==> src/rtl/svlc_pkg.sv <==
// Overview of operation
// RULE1: Signal bit count writes during signaling are dropped and flag a host access error
// RULE2: Signal bit count bits 15 to 4 ignore writes and read as zero
// RULE3: Count field holds vector bits minus one, 0 to 15 meaning 1 to 16
// RULE4: Incoming bit n is captured while bit n is sent, Halt one, Master zero
// RULE5: Received vector fills from bit 0 upward to the count; it is read-only
// RULE6: Host must treat the received vector as partial while signaling runs
// RULE7: Violation counter clears on read and reset, 8 bits, upper byte zero
// RULE8: Violation counter steps once per decoded violation symbol
// RULE9: Violation event on each step or on wrap at 256; counter wraps
// RULE10: Idle gap monitor clears on read and reset, upper 9 bits zero
// RULE11: Bits 6 to 4 hold smallest idle pair count, coded, starting at seven
// RULE12: Idle gap event sets when the minimum drops to a smaller value
// RULE13: Bits 3 to 0 count minimum occurrences, coded, from one, saturating at sixteen
// RULE14: Idle gap event on each occurrence step or on reaching sixteen
// RULE15: Link error counter is 8 bits, clears on read and reset, upper zero
// RULE16: Link error threshold event sets when counter equals limit; counting goes on
// RULE17: Link error counter wraps past 255 to zero without saturating
// RULE18: Link error events are detected on the active link and counted
// RULE19: Link error limit holds 8 bits, resets to zero, upper bits read zero
// RULE20: Outgoing bits go out as Halt for one, Master for zero, bit 0 first
// RULE21: An event coinciding with a clearing read stays counted after the clear
package svlc_pkg;

  localparam int AW = 8;
  localparam int DW = 16;
  localparam int LEN_W = 4;
  localparam int VEC_W = 16;
  localparam int CNT_W = 8;
  localparam int MIN_W = 3;
  localparam int OCC_W = 5;
  localparam int IDLE_W = 7;

  // Register offsets
  localparam logic [AW-1:0] ADDR_TX_VEC   = 8'h03;
  localparam logic [AW-1:0] ADDR_VEC_LEN  = 8'h04;
  localparam logic [AW-1:0] ADDR_LE_LIMIT = 8'h05;
  localparam logic [AW-1:0] ADDR_CTRL     = 8'h10;
  localparam logic [AW-1:0] ADDR_RCV_VEC  = 8'h16;
  localparam logic [AW-1:0] ADDR_EVENTS   = 8'h17;
  localparam logic [AW-1:0] ADDR_VIOL     = 8'h18;
  localparam logic [AW-1:0] ADDR_IDLE     = 8'h19;
  localparam logic [AW-1:0] ADDR_LE_CNT   = 8'h1A;

  // Event flag and control bit positions
  localparam int EV_HOST_ERR = 15;
  localparam int EV_LE       = 13;
  localparam int EV_IDLE     = 12;
  localparam int EV_VIOL     = 11;
  localparam int CTRL_VIOL_SEL = 0;
  localparam int CTRL_IDLE_SEL = 1;

  // Reset and limit values
  localparam logic [MIN_W-1:0] MIN_RESET = 3'h7;
  localparam logic [OCC_W-1:0] OCC_RESET = 5'h01;
  localparam logic [OCC_W-1:0] OCC_MAX   = 5'h10;
  localparam logic [CNT_W-1:0] CNT_TOP   = 8'hFF;

  typedef struct packed {
    logic halt;
    logic master;
  } svlc_line_t;

  typedef enum logic [1:0] {
    SVLC_IDLE = 2'b01,
    SVLC_SEND = 2'b10
  } svlc_sig_state_t;

  function automatic logic [2:0] enc_min(input logic [MIN_W-1:0] v);
    case (v)
      3'h7:    enc_min = 3'h4;
      3'h6:    enc_min = 3'h5;
      3'h5:    enc_min = 3'h7;
      3'h4:    enc_min = 3'h6;
      3'h3:    enc_min = 3'h2;
      3'h2:    enc_min = 3'h3;
      3'h1:    enc_min = 3'h1;
      default: enc_min = 3'h0;
    endcase
  endfunction : enc_min

  function automatic logic [3:0] enc_occ(input logic [OCC_W-1:0] v);
    case (v)
      5'h02:   enc_occ = 4'h8;
      5'h03:   enc_occ = 4'hC;
      5'h04:   enc_occ = 4'h4;
      5'h05:   enc_occ = 4'h5;
      5'h06:   enc_occ = 4'h7;
      5'h07:   enc_occ = 4'hF;
      5'h08:   enc_occ = 4'hE;
      5'h09:   enc_occ = 4'hA;
      5'h0A:   enc_occ = 4'h2;
      5'h0B:   enc_occ = 4'h3;
      5'h0C:   enc_occ = 4'h1;
      5'h0D:   enc_occ = 4'h9;
      5'h0E:   enc_occ = 4'hD;
      5'h0F:   enc_occ = 4'h6;
      5'h10:   enc_occ = 4'hB;
      default: enc_occ = 4'h0;
    endcase
  endfunction : enc_occ

endpackage : svlc_pkg

==> src/rtl/svlc_top.sv <==
// Local design decision: the plain strobed port.
`timescale 1ns/1ps
module svlc_top (
  input  wire logic                      ref_clk,
  input  wire logic                      rst,
  input  wire logic [svlc_pkg::AW-1:0]    reg_addr,
  input  wire logic [svlc_pkg::DW-1:0]    reg_wdata,
  input  wire logic                      reg_wr,
  input  wire logic                      reg_rd,
  output logic [svlc_pkg::DW-1:0]         reg_rdata,
  input  wire logic                      bit_strobe,
  input  wire svlc_pkg::svlc_line_t      rx_line,
  output svlc_pkg::svlc_line_t           tx_line,
  output logic                           signaling_active,
  input  wire logic                      viol_symbol,
  input  wire logic                      code_error,
  input  wire logic                      link_active,
  input  wire logic                      gap_valid,
  input  wire logic [svlc_pkg::MIN_W-1:0] gap_pairs,
  output logic [svlc_pkg::DW-1:0]         event_flags
);
  // ==========================================================
  // Address decode
  // ==========================================================
  wire hit_tx    = (reg_addr == svlc_pkg::ADDR_TX_VEC);
  wire hit_len   = (reg_addr == svlc_pkg::ADDR_VEC_LEN);
  wire hit_lim   = (reg_addr == svlc_pkg::ADDR_LE_LIMIT);
  wire hit_ctrl  = (reg_addr == svlc_pkg::ADDR_CTRL);
  wire hit_rcv   = (reg_addr == svlc_pkg::ADDR_RCV_VEC);
  wire hit_ev    = (reg_addr == svlc_pkg::ADDR_EVENTS);
  wire hit_viol  = (reg_addr == svlc_pkg::ADDR_VIOL);
  wire hit_idle  = (reg_addr == svlc_pkg::ADDR_IDLE);
  wire hit_lecnt = (reg_addr == svlc_pkg::ADDR_LE_CNT);
  wire hit_rw    = hit_tx || hit_len || hit_lim || hit_ctrl;
  wire hit_ro    = hit_rcv || hit_ev || hit_viol || hit_idle || hit_lecnt;

  wire busy;
  wire wr_tx_ok  = reg_wr && hit_tx && !busy;
  wire wr_len_ok = reg_wr && hit_len && !busy;
  wire wr_locked = reg_wr && (hit_tx || hit_len) && busy;
  wire wr_ro     = reg_wr && !hit_rw;
  wire rd_bad    = reg_rd && !(hit_rw || hit_ro);
  wire rd_ev     = reg_rd && hit_ev;
  wire rd_viol   = reg_rd && hit_viol;
  wire rd_idle   = reg_rd && hit_idle;
  wire rd_lecnt  = reg_rd && hit_lecnt;

  // ==========================================================
  // Software registers
  // ==========================================================
  logic [svlc_pkg::VEC_W-1:0] tx_vec_q;
  logic [svlc_pkg::VEC_W-1:0] tx_vec_d;
  logic [svlc_pkg::LEN_W-1:0] len_q;
  logic [svlc_pkg::LEN_W-1:0] len_d;
  logic [svlc_pkg::CNT_W-1:0] limit_q;
  logic [svlc_pkg::CNT_W-1:0] limit_d;
  logic [1:0]                 ctrl_q;
  logic [1:0]                 ctrl_d;

  assign tx_vec_d = wr_tx_ok ? reg_wdata : tx_vec_q;
  assign len_d    = wr_len_ok ? reg_wdata[svlc_pkg::LEN_W-1:0] : len_q; // RULE1 RULE2
  assign limit_d  = (reg_wr && hit_lim) ? reg_wdata[svlc_pkg::CNT_W-1:0] : limit_q; // RULE19
  assign ctrl_d   = (reg_wr && hit_ctrl) ? reg_wdata[1:0] : ctrl_q;

  wire viol_sel_wrap = ctrl_q[svlc_pkg::CTRL_VIOL_SEL];
  wire idle_sel_full = ctrl_q[svlc_pkg::CTRL_IDLE_SEL];

  always_ff @(posedge ref_clk or posedge rst)
  begin
    if (rst)
    begin
      tx_vec_q <= '0;
      len_q    <= '0;
      limit_q  <= '0;
      ctrl_q   <= '0;
    end
    else
    begin
      tx_vec_q <= tx_vec_d;
      len_q    <= len_d;
      limit_q  <= limit_d;
      ctrl_q   <= ctrl_d;
    end
  end

  // ==========================================================
  // Bit signaling
  // ==========================================================
  wire [svlc_pkg::VEC_W-1:0] rcv_vec;

  svlc_sig_seq u_sig (
    .ref_clk    (ref_clk),
    .rst        (rst),
    .start      (wr_tx_ok),
    .len        (len_q),
    .tx_vec     (tx_vec_d),
    .bit_strobe (bit_strobe),
    .rx_line    (rx_line),
    .busy       (busy),
    .rcv_vec    (rcv_vec),
    .tx_line    (tx_line)
  );

  // ==========================================================
  // Violation symbol counter
  // ==========================================================
  logic [svlc_pkg::CNT_W-1:0] viol_q;
  logic [svlc_pkg::CNT_W-1:0] viol_d;
  wire  [svlc_pkg::CNT_W-1:0] viol_base = rd_viol ? '0 : viol_q; // RULE7 RULE21

  assign viol_d = viol_base + {7'h00, viol_symbol}; // RULE8
  wire viol_ev = viol_symbol && (!viol_sel_wrap || viol_base == svlc_pkg::CNT_TOP); // RULE9

  // ==========================================================
  // Link error monitor
  // ==========================================================
  logic [svlc_pkg::CNT_W-1:0] le_q;
  logic [svlc_pkg::CNT_W-1:0] le_d;
  wire  le_event = link_active && (viol_symbol || code_error); // RULE18
  wire  [svlc_pkg::CNT_W-1:0] le_base = rd_lecnt ? '0 : le_q; // RULE15 RULE21

  assign le_d = le_base + {7'h00, le_event}; // RULE17
  wire le_ev = le_event && (le_d == limit_q); // RULE16

  always_ff @(posedge ref_clk or posedge rst)
  begin
    if (rst)
    begin
      viol_q <= '0;
      le_q   <= '0;
    end
    else
    begin
      viol_q <= viol_d;
      le_q   <= le_d;
    end
  end

  // ==========================================================
  // Idle gap monitor
  // ==========================================================
  wire [svlc_pkg::IDLE_W-1:0] idle_field;
  wire                        idle_ev;

  svlc_idle_mon u_idle (
    .ref_clk   (ref_clk),
    .rst       (rst),
    .clr       (rd_idle), // RULE10
    .gap_valid (gap_valid),
    .gap_pairs (gap_pairs),
    .sel_full  (idle_sel_full),
    .field     (idle_field),
    .event_set (idle_ev)
  );

  // ==========================================================
  // Event flags, set wins over clearing read
  // ==========================================================
  logic [svlc_pkg::DW-1:0] flags_q;
  logic [svlc_pkg::DW-1:0] flags_d;
  logic [svlc_pkg::DW-1:0] flags_set;

  always_comb
  begin
    flags_set = '0;
    flags_set[svlc_pkg::EV_HOST_ERR] = wr_locked || wr_ro || rd_bad; // RULE1
    flags_set[svlc_pkg::EV_LE]       = le_ev;
    flags_set[svlc_pkg::EV_IDLE]     = idle_ev;
    flags_set[svlc_pkg::EV_VIOL]     = viol_ev;
  end

  assign flags_d = (rd_ev ? '0 : flags_q) | flags_set;

  // ==========================================================
  // Read mux
  // ==========================================================
  logic [svlc_pkg::DW-1:0] rdata_d;
  logic [svlc_pkg::DW-1:0] rdata_q;

  always_comb
  begin
    rdata_d = '0;
    if (reg_rd)
    begin
      case (1'b1)
        hit_tx:    rdata_d = tx_vec_q;
        hit_len:   rdata_d = {12'h000, len_q}; // RULE2
        hit_lim:   rdata_d = {8'h00, limit_q}; // RULE19
        hit_ctrl:  rdata_d = {14'h0, ctrl_q};
        hit_rcv:   rdata_d = rcv_vec; // RULE5
        hit_ev:    rdata_d = flags_q;
        hit_viol:  rdata_d = {8'h00, viol_q}; // RULE7
        hit_idle:  rdata_d = {9'h0, idle_field}; // RULE10
        hit_lecnt: rdata_d = {8'h00, le_q}; // RULE15
        default:   rdata_d = '0;
      endcase
    end
  end

  logic                       sig_q;
  logic [svlc_pkg::LEN_W-1:0] sent_q;
  logic [svlc_pkg::LEN_W-1:0] sent_d;

  // Own bit count, mirrors the sequencer without reaching into it
  assign sent_d = wr_tx_ok ? '0 : ((busy && bit_strobe) ? sent_q + 4'h1 : sent_q);
  wire   sig_last = (sent_q == len_q); // RULE3

  always_ff @(posedge ref_clk or posedge rst)
  begin
    if (rst)
    begin
      flags_q <= '0;
      rdata_q <= '0;
      sig_q   <= 1'b0;
      sent_q  <= '0;
    end
    else
    begin
      flags_q <= flags_d;
      rdata_q <= rdata_d;
      sig_q   <= wr_tx_ok || (busy && !(bit_strobe && sig_last));
      sent_q  <= sent_d;
    end
  end

  assign reg_rdata        = rdata_q;
  assign event_flags      = flags_q;
  assign signaling_active = sig_q;
endmodule : svlc_top

==> src/rtl/svlc_sig_seq.sv <==
`timescale 1ns/1ps
module svlc_sig_seq (
  input  wire logic                      ref_clk,
  input  wire logic                      rst,
  input  wire logic                      start,
  input  wire logic [svlc_pkg::LEN_W-1:0] len,
  input  wire logic [svlc_pkg::VEC_W-1:0] tx_vec,
  input  wire logic                      bit_strobe,
  input  wire svlc_pkg::svlc_line_t      rx_line,
  output logic                           busy,
  output logic [svlc_pkg::VEC_W-1:0]     rcv_vec,
  output svlc_pkg::svlc_line_t           tx_line
);
  svlc_pkg::svlc_sig_state_t         state_q;
  svlc_pkg::svlc_sig_state_t         state_d;
  logic [svlc_pkg::LEN_W-1:0]        idx_q;
  logic [svlc_pkg::LEN_W-1:0]        idx_d;
  logic [svlc_pkg::VEC_W-1:0]        rcv_q;
  logic [svlc_pkg::VEC_W-1:0]        rcv_d;
  svlc_pkg::svlc_line_t              tx_q;
  svlc_pkg::svlc_line_t              tx_d;
  logic                              last_bit;

  assign last_bit = (idx_q == len);

  always_comb
  begin
    state_d = state_q;
    idx_d   = idx_q;
    rcv_d   = rcv_q;
    tx_d    = '0;
    case (state_q)
      svlc_pkg::SVLC_IDLE:
      begin
        if (start)
        begin
          state_d = svlc_pkg::SVLC_SEND;
          idx_d   = '0;
          rcv_d   = '0;
        end
      end
      svlc_pkg::SVLC_SEND:
      begin
        if (bit_strobe)
        begin
          rcv_d[idx_q] = rx_line.halt; // RULE4 RULE5
          if (last_bit) // RULE3
            state_d = svlc_pkg::SVLC_IDLE;
          else
            idx_d = idx_q + 4'h1;
        end
      end
      default: state_d = svlc_pkg::SVLC_IDLE;
    endcase
    if (state_d == svlc_pkg::SVLC_SEND)
    begin
      tx_d.halt   = tx_vec[idx_d]; // RULE20
      tx_d.master = ~tx_vec[idx_d];
    end
  end

  always_ff @(posedge ref_clk or posedge rst)
  begin
    if (rst)
    begin
      state_q <= svlc_pkg::SVLC_IDLE;
      idx_q   <= '0;
      rcv_q   <= '0;
      tx_q    <= '0;
    end
    else
    begin
      state_q <= state_d;
      idx_q   <= idx_d;
      rcv_q   <= rcv_d;
      tx_q    <= tx_d;
    end
  end

  assign busy    = (state_q == svlc_pkg::SVLC_SEND);
  assign rcv_vec = rcv_q;
  assign tx_line = tx_q;
endmodule : svlc_sig_seq

==> src/rtl/svlc_idle_mon.sv <==
`timescale 1ns/1ps
module svlc_idle_mon (
  input  wire logic                      ref_clk,
  input  wire logic                      rst,
  input  wire logic                      clr,
  input  wire logic                      gap_valid,
  input  wire logic [svlc_pkg::MIN_W-1:0] gap_pairs,
  input  wire logic                      sel_full,
  output logic [svlc_pkg::IDLE_W-1:0]    field,
  output logic                           event_set
);
  logic [svlc_pkg::MIN_W-1:0] min_q;
  logic [svlc_pkg::MIN_W-1:0] min_d;
  logic [svlc_pkg::OCC_W-1:0] occ_q;
  logic [svlc_pkg::OCC_W-1:0] occ_d;
  logic [svlc_pkg::MIN_W-1:0] min_base;
  logic [svlc_pkg::OCC_W-1:0] occ_base;
  logic                       drop;
  logic                       step;

  // Clearing read restarts from reset values, event applied on top
  assign min_base = clr ? svlc_pkg::MIN_RESET : min_q; // RULE21
  assign occ_base = clr ? svlc_pkg::OCC_RESET : occ_q;
  assign drop = gap_valid && (gap_pairs < min_base); // RULE11
  assign step = gap_valid && (gap_pairs == min_base) && (occ_base != svlc_pkg::OCC_MAX);
  assign min_d = drop ? gap_pairs : min_base;
  assign occ_d = drop ? svlc_pkg::OCC_RESET : (step ? occ_base + 5'h01 : occ_base); // RULE13
  assign event_set = drop || (step && (!sel_full || occ_d == svlc_pkg::OCC_MAX)); // RULE12 RULE14
  assign field = {svlc_pkg::enc_min(min_q), svlc_pkg::enc_occ(occ_q)}; // RULE11 RULE13

  always_ff @(posedge ref_clk or posedge rst)
  begin
    if (rst)
    begin
      min_q <= svlc_pkg::MIN_RESET;
      occ_q <= svlc_pkg::OCC_RESET;
    end
    else
    begin
      min_q <= min_d;
      occ_q <= occ_d;
    end
  end
endmodule : svlc_idle_mon

==> config.mk <==
export PLATFORM = sky130hd
export DESIGN_NAME = svlc_top
export DESIGN_NICKNAME = d
export VERILOG_FILES = /design/src/rtl/svlc_pkg.sv /design/src/rtl/svlc_top.sv /design/src/rtl/svlc_sig_seq.sv /design/src/rtl/svlc_idle_mon.sv
export SDC_FILE = /design/constraint.sdc
export NUM_CORES = 1
export LEC_CHECK = 0
export BUFFER_PORTS_ARGS = -buffer_cell sky130_fd_sc_hd__buf_2
export CAP_MARGIN = 20
export CORE_MARGIN = 4
export CORE_UTILIZATION = 50
export DETAILED_ROUTE_END_ITERATION = 10
export PLACE_DENSITY = 0.8
export SYNTH_ARGS = -nofsm -noshare
export SYNTH_HDL_FRONTEND = slang
export SYNTH_HIERARCHICAL = 1
export SYNTH_SLANG_ARGS = --single-unit
==> constraint.sdc <==
create_clock -name ref_clk -period 6.13 [get_ports ref_clk]
set_clock_uncertainty 0.15 [all_clocks]
set_input_delay 1.839 -clock ref_clk [delete_from_list [all_inputs] [get_ports ref_clk]]
set_output_delay 1.839 -clock ref_clk [all_outputs]
set_load 0.01 [all_outputs]
## Yosys cells after proc, flatten, opt, wreduce, memory -nomap -nowiden

Memories as Yosys holds them, arrays and structs flattened.
Index checks and enable logic that the tools add are counted.
W data, S select, Z words.

| word-level totals | value |
|---|---|
| register bits | 115 |
| memory bits (read-only) | 128 |
| input port bits | 38 |
| output and inout port bits | 35 |
| word-level logic and storage cells | 145 |
| memories kept | 1 |

Memories:

| memory | depth | width | read ports | clocked after memory_dff | wr ports | RTL line | text |
|---|---|---|---|---|---|---|---|
| (name not given) | 32 | 4 | 1 | 0 | 0 | svlc_pkg.sv:83 | `case (v)` |

| operators by class | value |
|---|---|
| add/sub/neg operators | 5 |
| order comparisons | 4 |
| equality and inequality tests | 28 |
| muxes and demuxes | 39 |
| bitwise gates (word level) | 2 |
| reductions and logical operators | 49 |

Operators by type and width:

| kind | number |
|---|---|
| $mux W16 | 11 |
| $eq A8 B5 Y1 const B | 6 |
| $mux W8 | 5 |
| $pmux W16 S2 | 1 |
| $logic_and A1 B1 Y1 | 25 |
| $pmux W3 S7 | 1 |
| $mux W4 | 5 |
| $add A8 B1 Y8 | 2 |
| $bwmux W16 | 1 |
| $eq A8 B3 Y1 const B | 2 |
| $or A16 B16 Y16 | 1 |
| $logic_or A1 B1 Y1 | 15 |
| $mux W5 | 3 |
| $eq A3 B3 Y1 const B | 4 |
| $lt A4 B5 Y1 const B | 2 |
| $add A4 B1 Y4 const B | 2 |
| $eq A4 B4 Y1 | 2 |
| $eq A8 B2 Y1 const B | 1 |
| $eq A8 B8 Y1 | 1 |
| $eq A8 B8 Y1 const B | 1 |
| $mux W2 | 4 |
| $pmux W4 S2 | 1 |
| $eq A3 B2 Y1 const B | 2 |
| $logic_not A1 Y1 | 6 |
| 18 further kinds | 23 |

## Longest topological paths before layout

| logic depth | value |
|---|---|
| word-level depth | 13 |
| gate-level depth with buffers | 14 |
| depth with buffers taken out | 12 |

## Cells and area by module

Netlist, hierarchy kept.

By module, submodules not included:

| module | instances | cells an instance | area each (um2) | sequential area each (um2) |
|---|---|---|---|---|
| svlc_top | 1 | 381 | 3876.2 | 1776.7 |
| svlc_sig_seq | 1 | 160 | 1534.0 | 601.8 |
| svlc_idle_mon | 1 | 89 | 757.0 | 205.2 |

## Worst setup path after synthesis

No wires, ideal clock.

| timing path | value |
|---|---|
| path type | input to register |
| start point | in reg_addr[5] in the netlist's numbering |
| end point | reg flags_q, in the netlist event_flags[12] |
| library setup time | 0.064 ns |
| arrival time | 4.678 ns |
| slack | 1.238 ns |
| cell stages on the path | 12 |
| buffers on the path | 2 |
| path through | or4b_1 > buf_2 > nor4_1 > buf_2 > nor2_1 > ha_1 > and3b_1 > a211oi_4 > o21ai_1 > or4b_1 > o31ai_2 > a21o_1 |

| between the ends | value |
|---|---|
| word-level cells in the longest chain between the ends | 13 |

RTL lines:

| element | RTL line | text |
|---|---|---|
| start, declared | svlc_top.sv:6 | `input wire logic [svlc_pkg::AW-1:0] reg_addr,` |
| $eq A8 B5 Y1 (*) | svlc_top.sv:32 | `wire hit_idle = (reg_addr == svlc_pkg::ADDR_IDLE);` |
| $logic_and A1 B1 Y1 (*) | svlc_top.sv:45 | `wire rd_idle = reg_rd && hit_idle;` |
| named net rd_idle | svlc_top.sv:45 |  |
| branches (longest 9 deep; another with $add A5 B1 Y5) | n/a |  |
| $logic_or A1 B1 Y1 (*) | svlc_idle_mon.sv:28 | `assign event_set = drop \|\| (step && (!sel_full \|\| occ_d == svlc_pkg::OCC_MAX));` |
| named net idle_ev | svlc_top.sv:143 | `wire idle_ev;` |
| $or A16 B16 Y16 (*) | svlc_top.sv:172 | `assign flags_d = (rd_ev ? '0 : flags_q) \| flags_set;` |
| named net flags_d, one bit | svlc_top.sv:160 | `logic [svlc_pkg::DW-1:0] flags_d;` |
| end signal, assigned | svlc_top.sv:219 | `flags_q <= flags_d;` |
| end, declared | svlc_top.sv:159 | `logic [svlc_pkg::DW-1:0] flags_q;` |

Mark *: on every way through the listed nets, which the timed path passes.
A chain may end at the register's enable or synchronous reset.

## Worst setup path after layout

Ends and elaborated chain as after synthesis.

==> run metrics <==
total power 1.89 mW; Hold Vio Cnt, Final 0; Post-CTS Setup Bufs 0; post-layout minimum cycle time 5.00 ns; total core area 12100 sq um; Setup crit end kind flop; Crit Path Class in -> reg; DRC 0; Final Wtd Congestion 0.861; die width 119 um; CTS max path bufs 2; diodes inserted 0; drt wl/cell 17.7 um; vias post-DR 4931; CP startpoint kind input pin; worst path required time 6.28 ns; worst hold margin 0.365 ns; Min-Delay Path Class reg -> reg; Vias/cell 5.79; Setup-failing EPs final 0; slew margin rel. 25.5%; Adder-Cell Fraction of Synth Area 4.06%; cell taking the most area after synthesis dfrtp_1; CP cell instances buf_2, or4b_1, nor4_1, buf_4, nor2_1, ha_1, and3b_1, a211oi_4, o21ai_1, or4b_1, o31ai_2, a21o_1; Yosys top cell area share 39.8%; RSZ-0062 raised after global routing false; cell area power density 277 nW/um^2; post-route setup TNS 0 ns; CTS tree done; post-CTS resize count 0; max_cap viols 0; CTS H-Tree Depth 3; I/O Buffers 59; Num CTS Buffers 9; post-DP HPWL 11100 um; period utilization 81.6%; Worst-Skew Late Latency 0.36 ns; fin worst setup slack 1.13 ns; site row count 40; max incr delay on CP 0.68 ns; run status completed; Max Clock Freq 200 MHz; Cells after Synth 630; Slew Viols, Final 0; Synth Area in Simple Gates 17.7%; first-pass GRT wire length 24800 um; Reg clk slew, reported paths 0.07 ns; Post-Route WL 15100 um; Async SR Flop Fraction 100%; Iteration-0 DRC Markers 398; cts hold-fix bufs 0; Die ar. 14200 sq um; CP Max Fanout 10; Compound-Gate Fraction of Synth Area 17.1%; GRT overflow 0; synth unique cells 76; IO Pins 73; clock tree root driver cell clkbuf_16; final instance area 6830 sq um; combinational family with the most area after synthesis simple AND/OR/NAND/NOR gates; critical path arrival 5.15 ns; Final nets 736; fraction of layout cells with a size suffix above 1 20.6%; Placed Area 6530 sq um; fillers 1007; ys flop type dfrtp_1; largest net degree at the start of global routing 72; slowest CP cell or4b_1; vias in the first global route 4847; WP buf/inv 2; Synth Area in XOR/XNOR 4.52%; post-synthesis mux area share 9.86%; CP dominant cell by count or4b_1; number of routed nets with antenna violations 0; number of enable flip-flop cells after synthesis 0; initial antenna violation count 0; Chip Height 119 um; peak supply drop 135 uV; First-pass DRT Iterations 5; synth top area cells dfrtp_1 40%, mux2_2 5.8%, o21ai_0 4.2%; share of the yosys chip area belonging to registers 41.9%; Mapped Area 6170 sq um; most common cell in the synthesized netlist dfrtp_1; clock net sink count 103; GRT Total Usage 21.6%; Yosys reg bits 103; most instantiated cells after synthesis 98 x dfrtp_1, 59 x nor2_1, 52 x o21ai_0; Synth Warn # 6; Pleak 3.10 nW; Avg Cell Area, Syn 9.79 sq um; cell family with most CP delay simple AND/OR/NAND/NOR gates; Setup WS pre-CTS 0.788 ns; Area Growth Syn to Fin 10.7%; starting density of the core 51.1%; worst slew pin tran 1.11 ns
[flip-flops by register name, summed over array words and instances, names as in the netlist, 5 cells and up]
register       cells
reg_rdata         16
tx_vec_q          16
u_sig/rcv_vec     16
le_q               8
limit_q            8
viol_q             8
u_idle/occ_q       5
[metrics by stage]
step	std cells	util, %
2_1_floorplan	641	-
3_3_place_gp	835	54.1
3_5_place_dp	835	54.1
4_1_cts	851	56.6
5_1_grt	851	56.6
6_report	851	56.6
[cells in the final DEF (no fill, tap or decap), drive strengths merged, types with 20 or more instances in the layout]
cell type  count
nand2         43
ha            20
xor2          21
nor2          59
o21ai         62
a21oi         28
mux2i         21
nor2b         21
mux2          33
buf           65
dfrtp         98
[per-layer routing]
layer | part of all wire, % | track usage, % | vias up | wire length [um]
li1 | - | - | 2317 | -
met5 | 0 | 0 | - | 0
met4 | 3.2 | 10.1 | 0 | 489
met3 | 5.6 | 2.99 | 39 | 843
met2 | 47 | 34.3 | 194 | 7120
met1 | 44 | 29.4 | 2381 | 6650
[tightest hold or removal path: cells and delay by family (launching register included)]
kind	cells	cell delay, ns
AO/OA/AOI/OAI	2	0.14
flip-flops	1	0.34
[area by class of cell]
| cell class | instances | area, sq um | share of cell area [%] |
|---|---|---|---|
| tap | 168 | 210 | 3.08 |
| clock inverter | 4 | 53.8 | 0.788 |
| inverter | 18 | 67.6 | 0.990 |
| clock buffer | 12 | 246 | 3.61 |
| timing repair buffer | 65 | 340 | 4.98 |
| multi-input combinational | 481 | 3330 | 48.7 |
| sequential | 103 | 2580 | 37.8 |
[kinds of logic (layout without fill, tap and decap cells)]
kind of cell | after synthesis | count (layout)
AOI/OAI and AO/OA | 158 | 158
xor gates and xnor gates | 31 | 31
adders and majority gates | 20 | 20
buffers and inverters | 57 | 99
DFF | 103 | 103
muxes | 55 | 55
other | 1 | 12
and+or+nand+nor | 205 | 205
[where the power goes]
| group | leakage (nW) | internal (mW) | switching, mW |
|---|---|---|---|
| combinational | 1.59 | 0.185 | 0.266 |
| clock | 0.139 | 0.330 | 0.260 |
| sequential | 1.37 | 0.762 | 0.0856 |
[final timing paths]
check | start | end | slack, ns | cells past startpoint
worst min-delay path | u_sig/rcv_vec[11]$_DFFE_PP0P_ | u_sig/rcv_vec[11]$_DFFE_PP0P_ | 0.37 | 2
max in group asynchronous | rst | tx_vec_q[13]$_DFF_PP0_ | 3.60 | 3
worst max register to register | u_sig/state_q[0]$_DFF_PP1_ | u_sig/tx_line[1]$_DFF_PP0_ | 2.98 | 12
worst max-delay path | reg_addr[5] | event_flags[12]$_DFF_PP0_ | 1.13 | 12
worst min register to register | u_sig/rcv_vec[11]$_DFFE_PP0P_ | u_sig/rcv_vec[11]$_DFFE_PP0P_ | 0.37 | 2
min in group asynchronous | rst | u_idle/occ_q[4]$_DFF_PP0_ | 1.30 | 2
(Power assumes the default switching activity.)
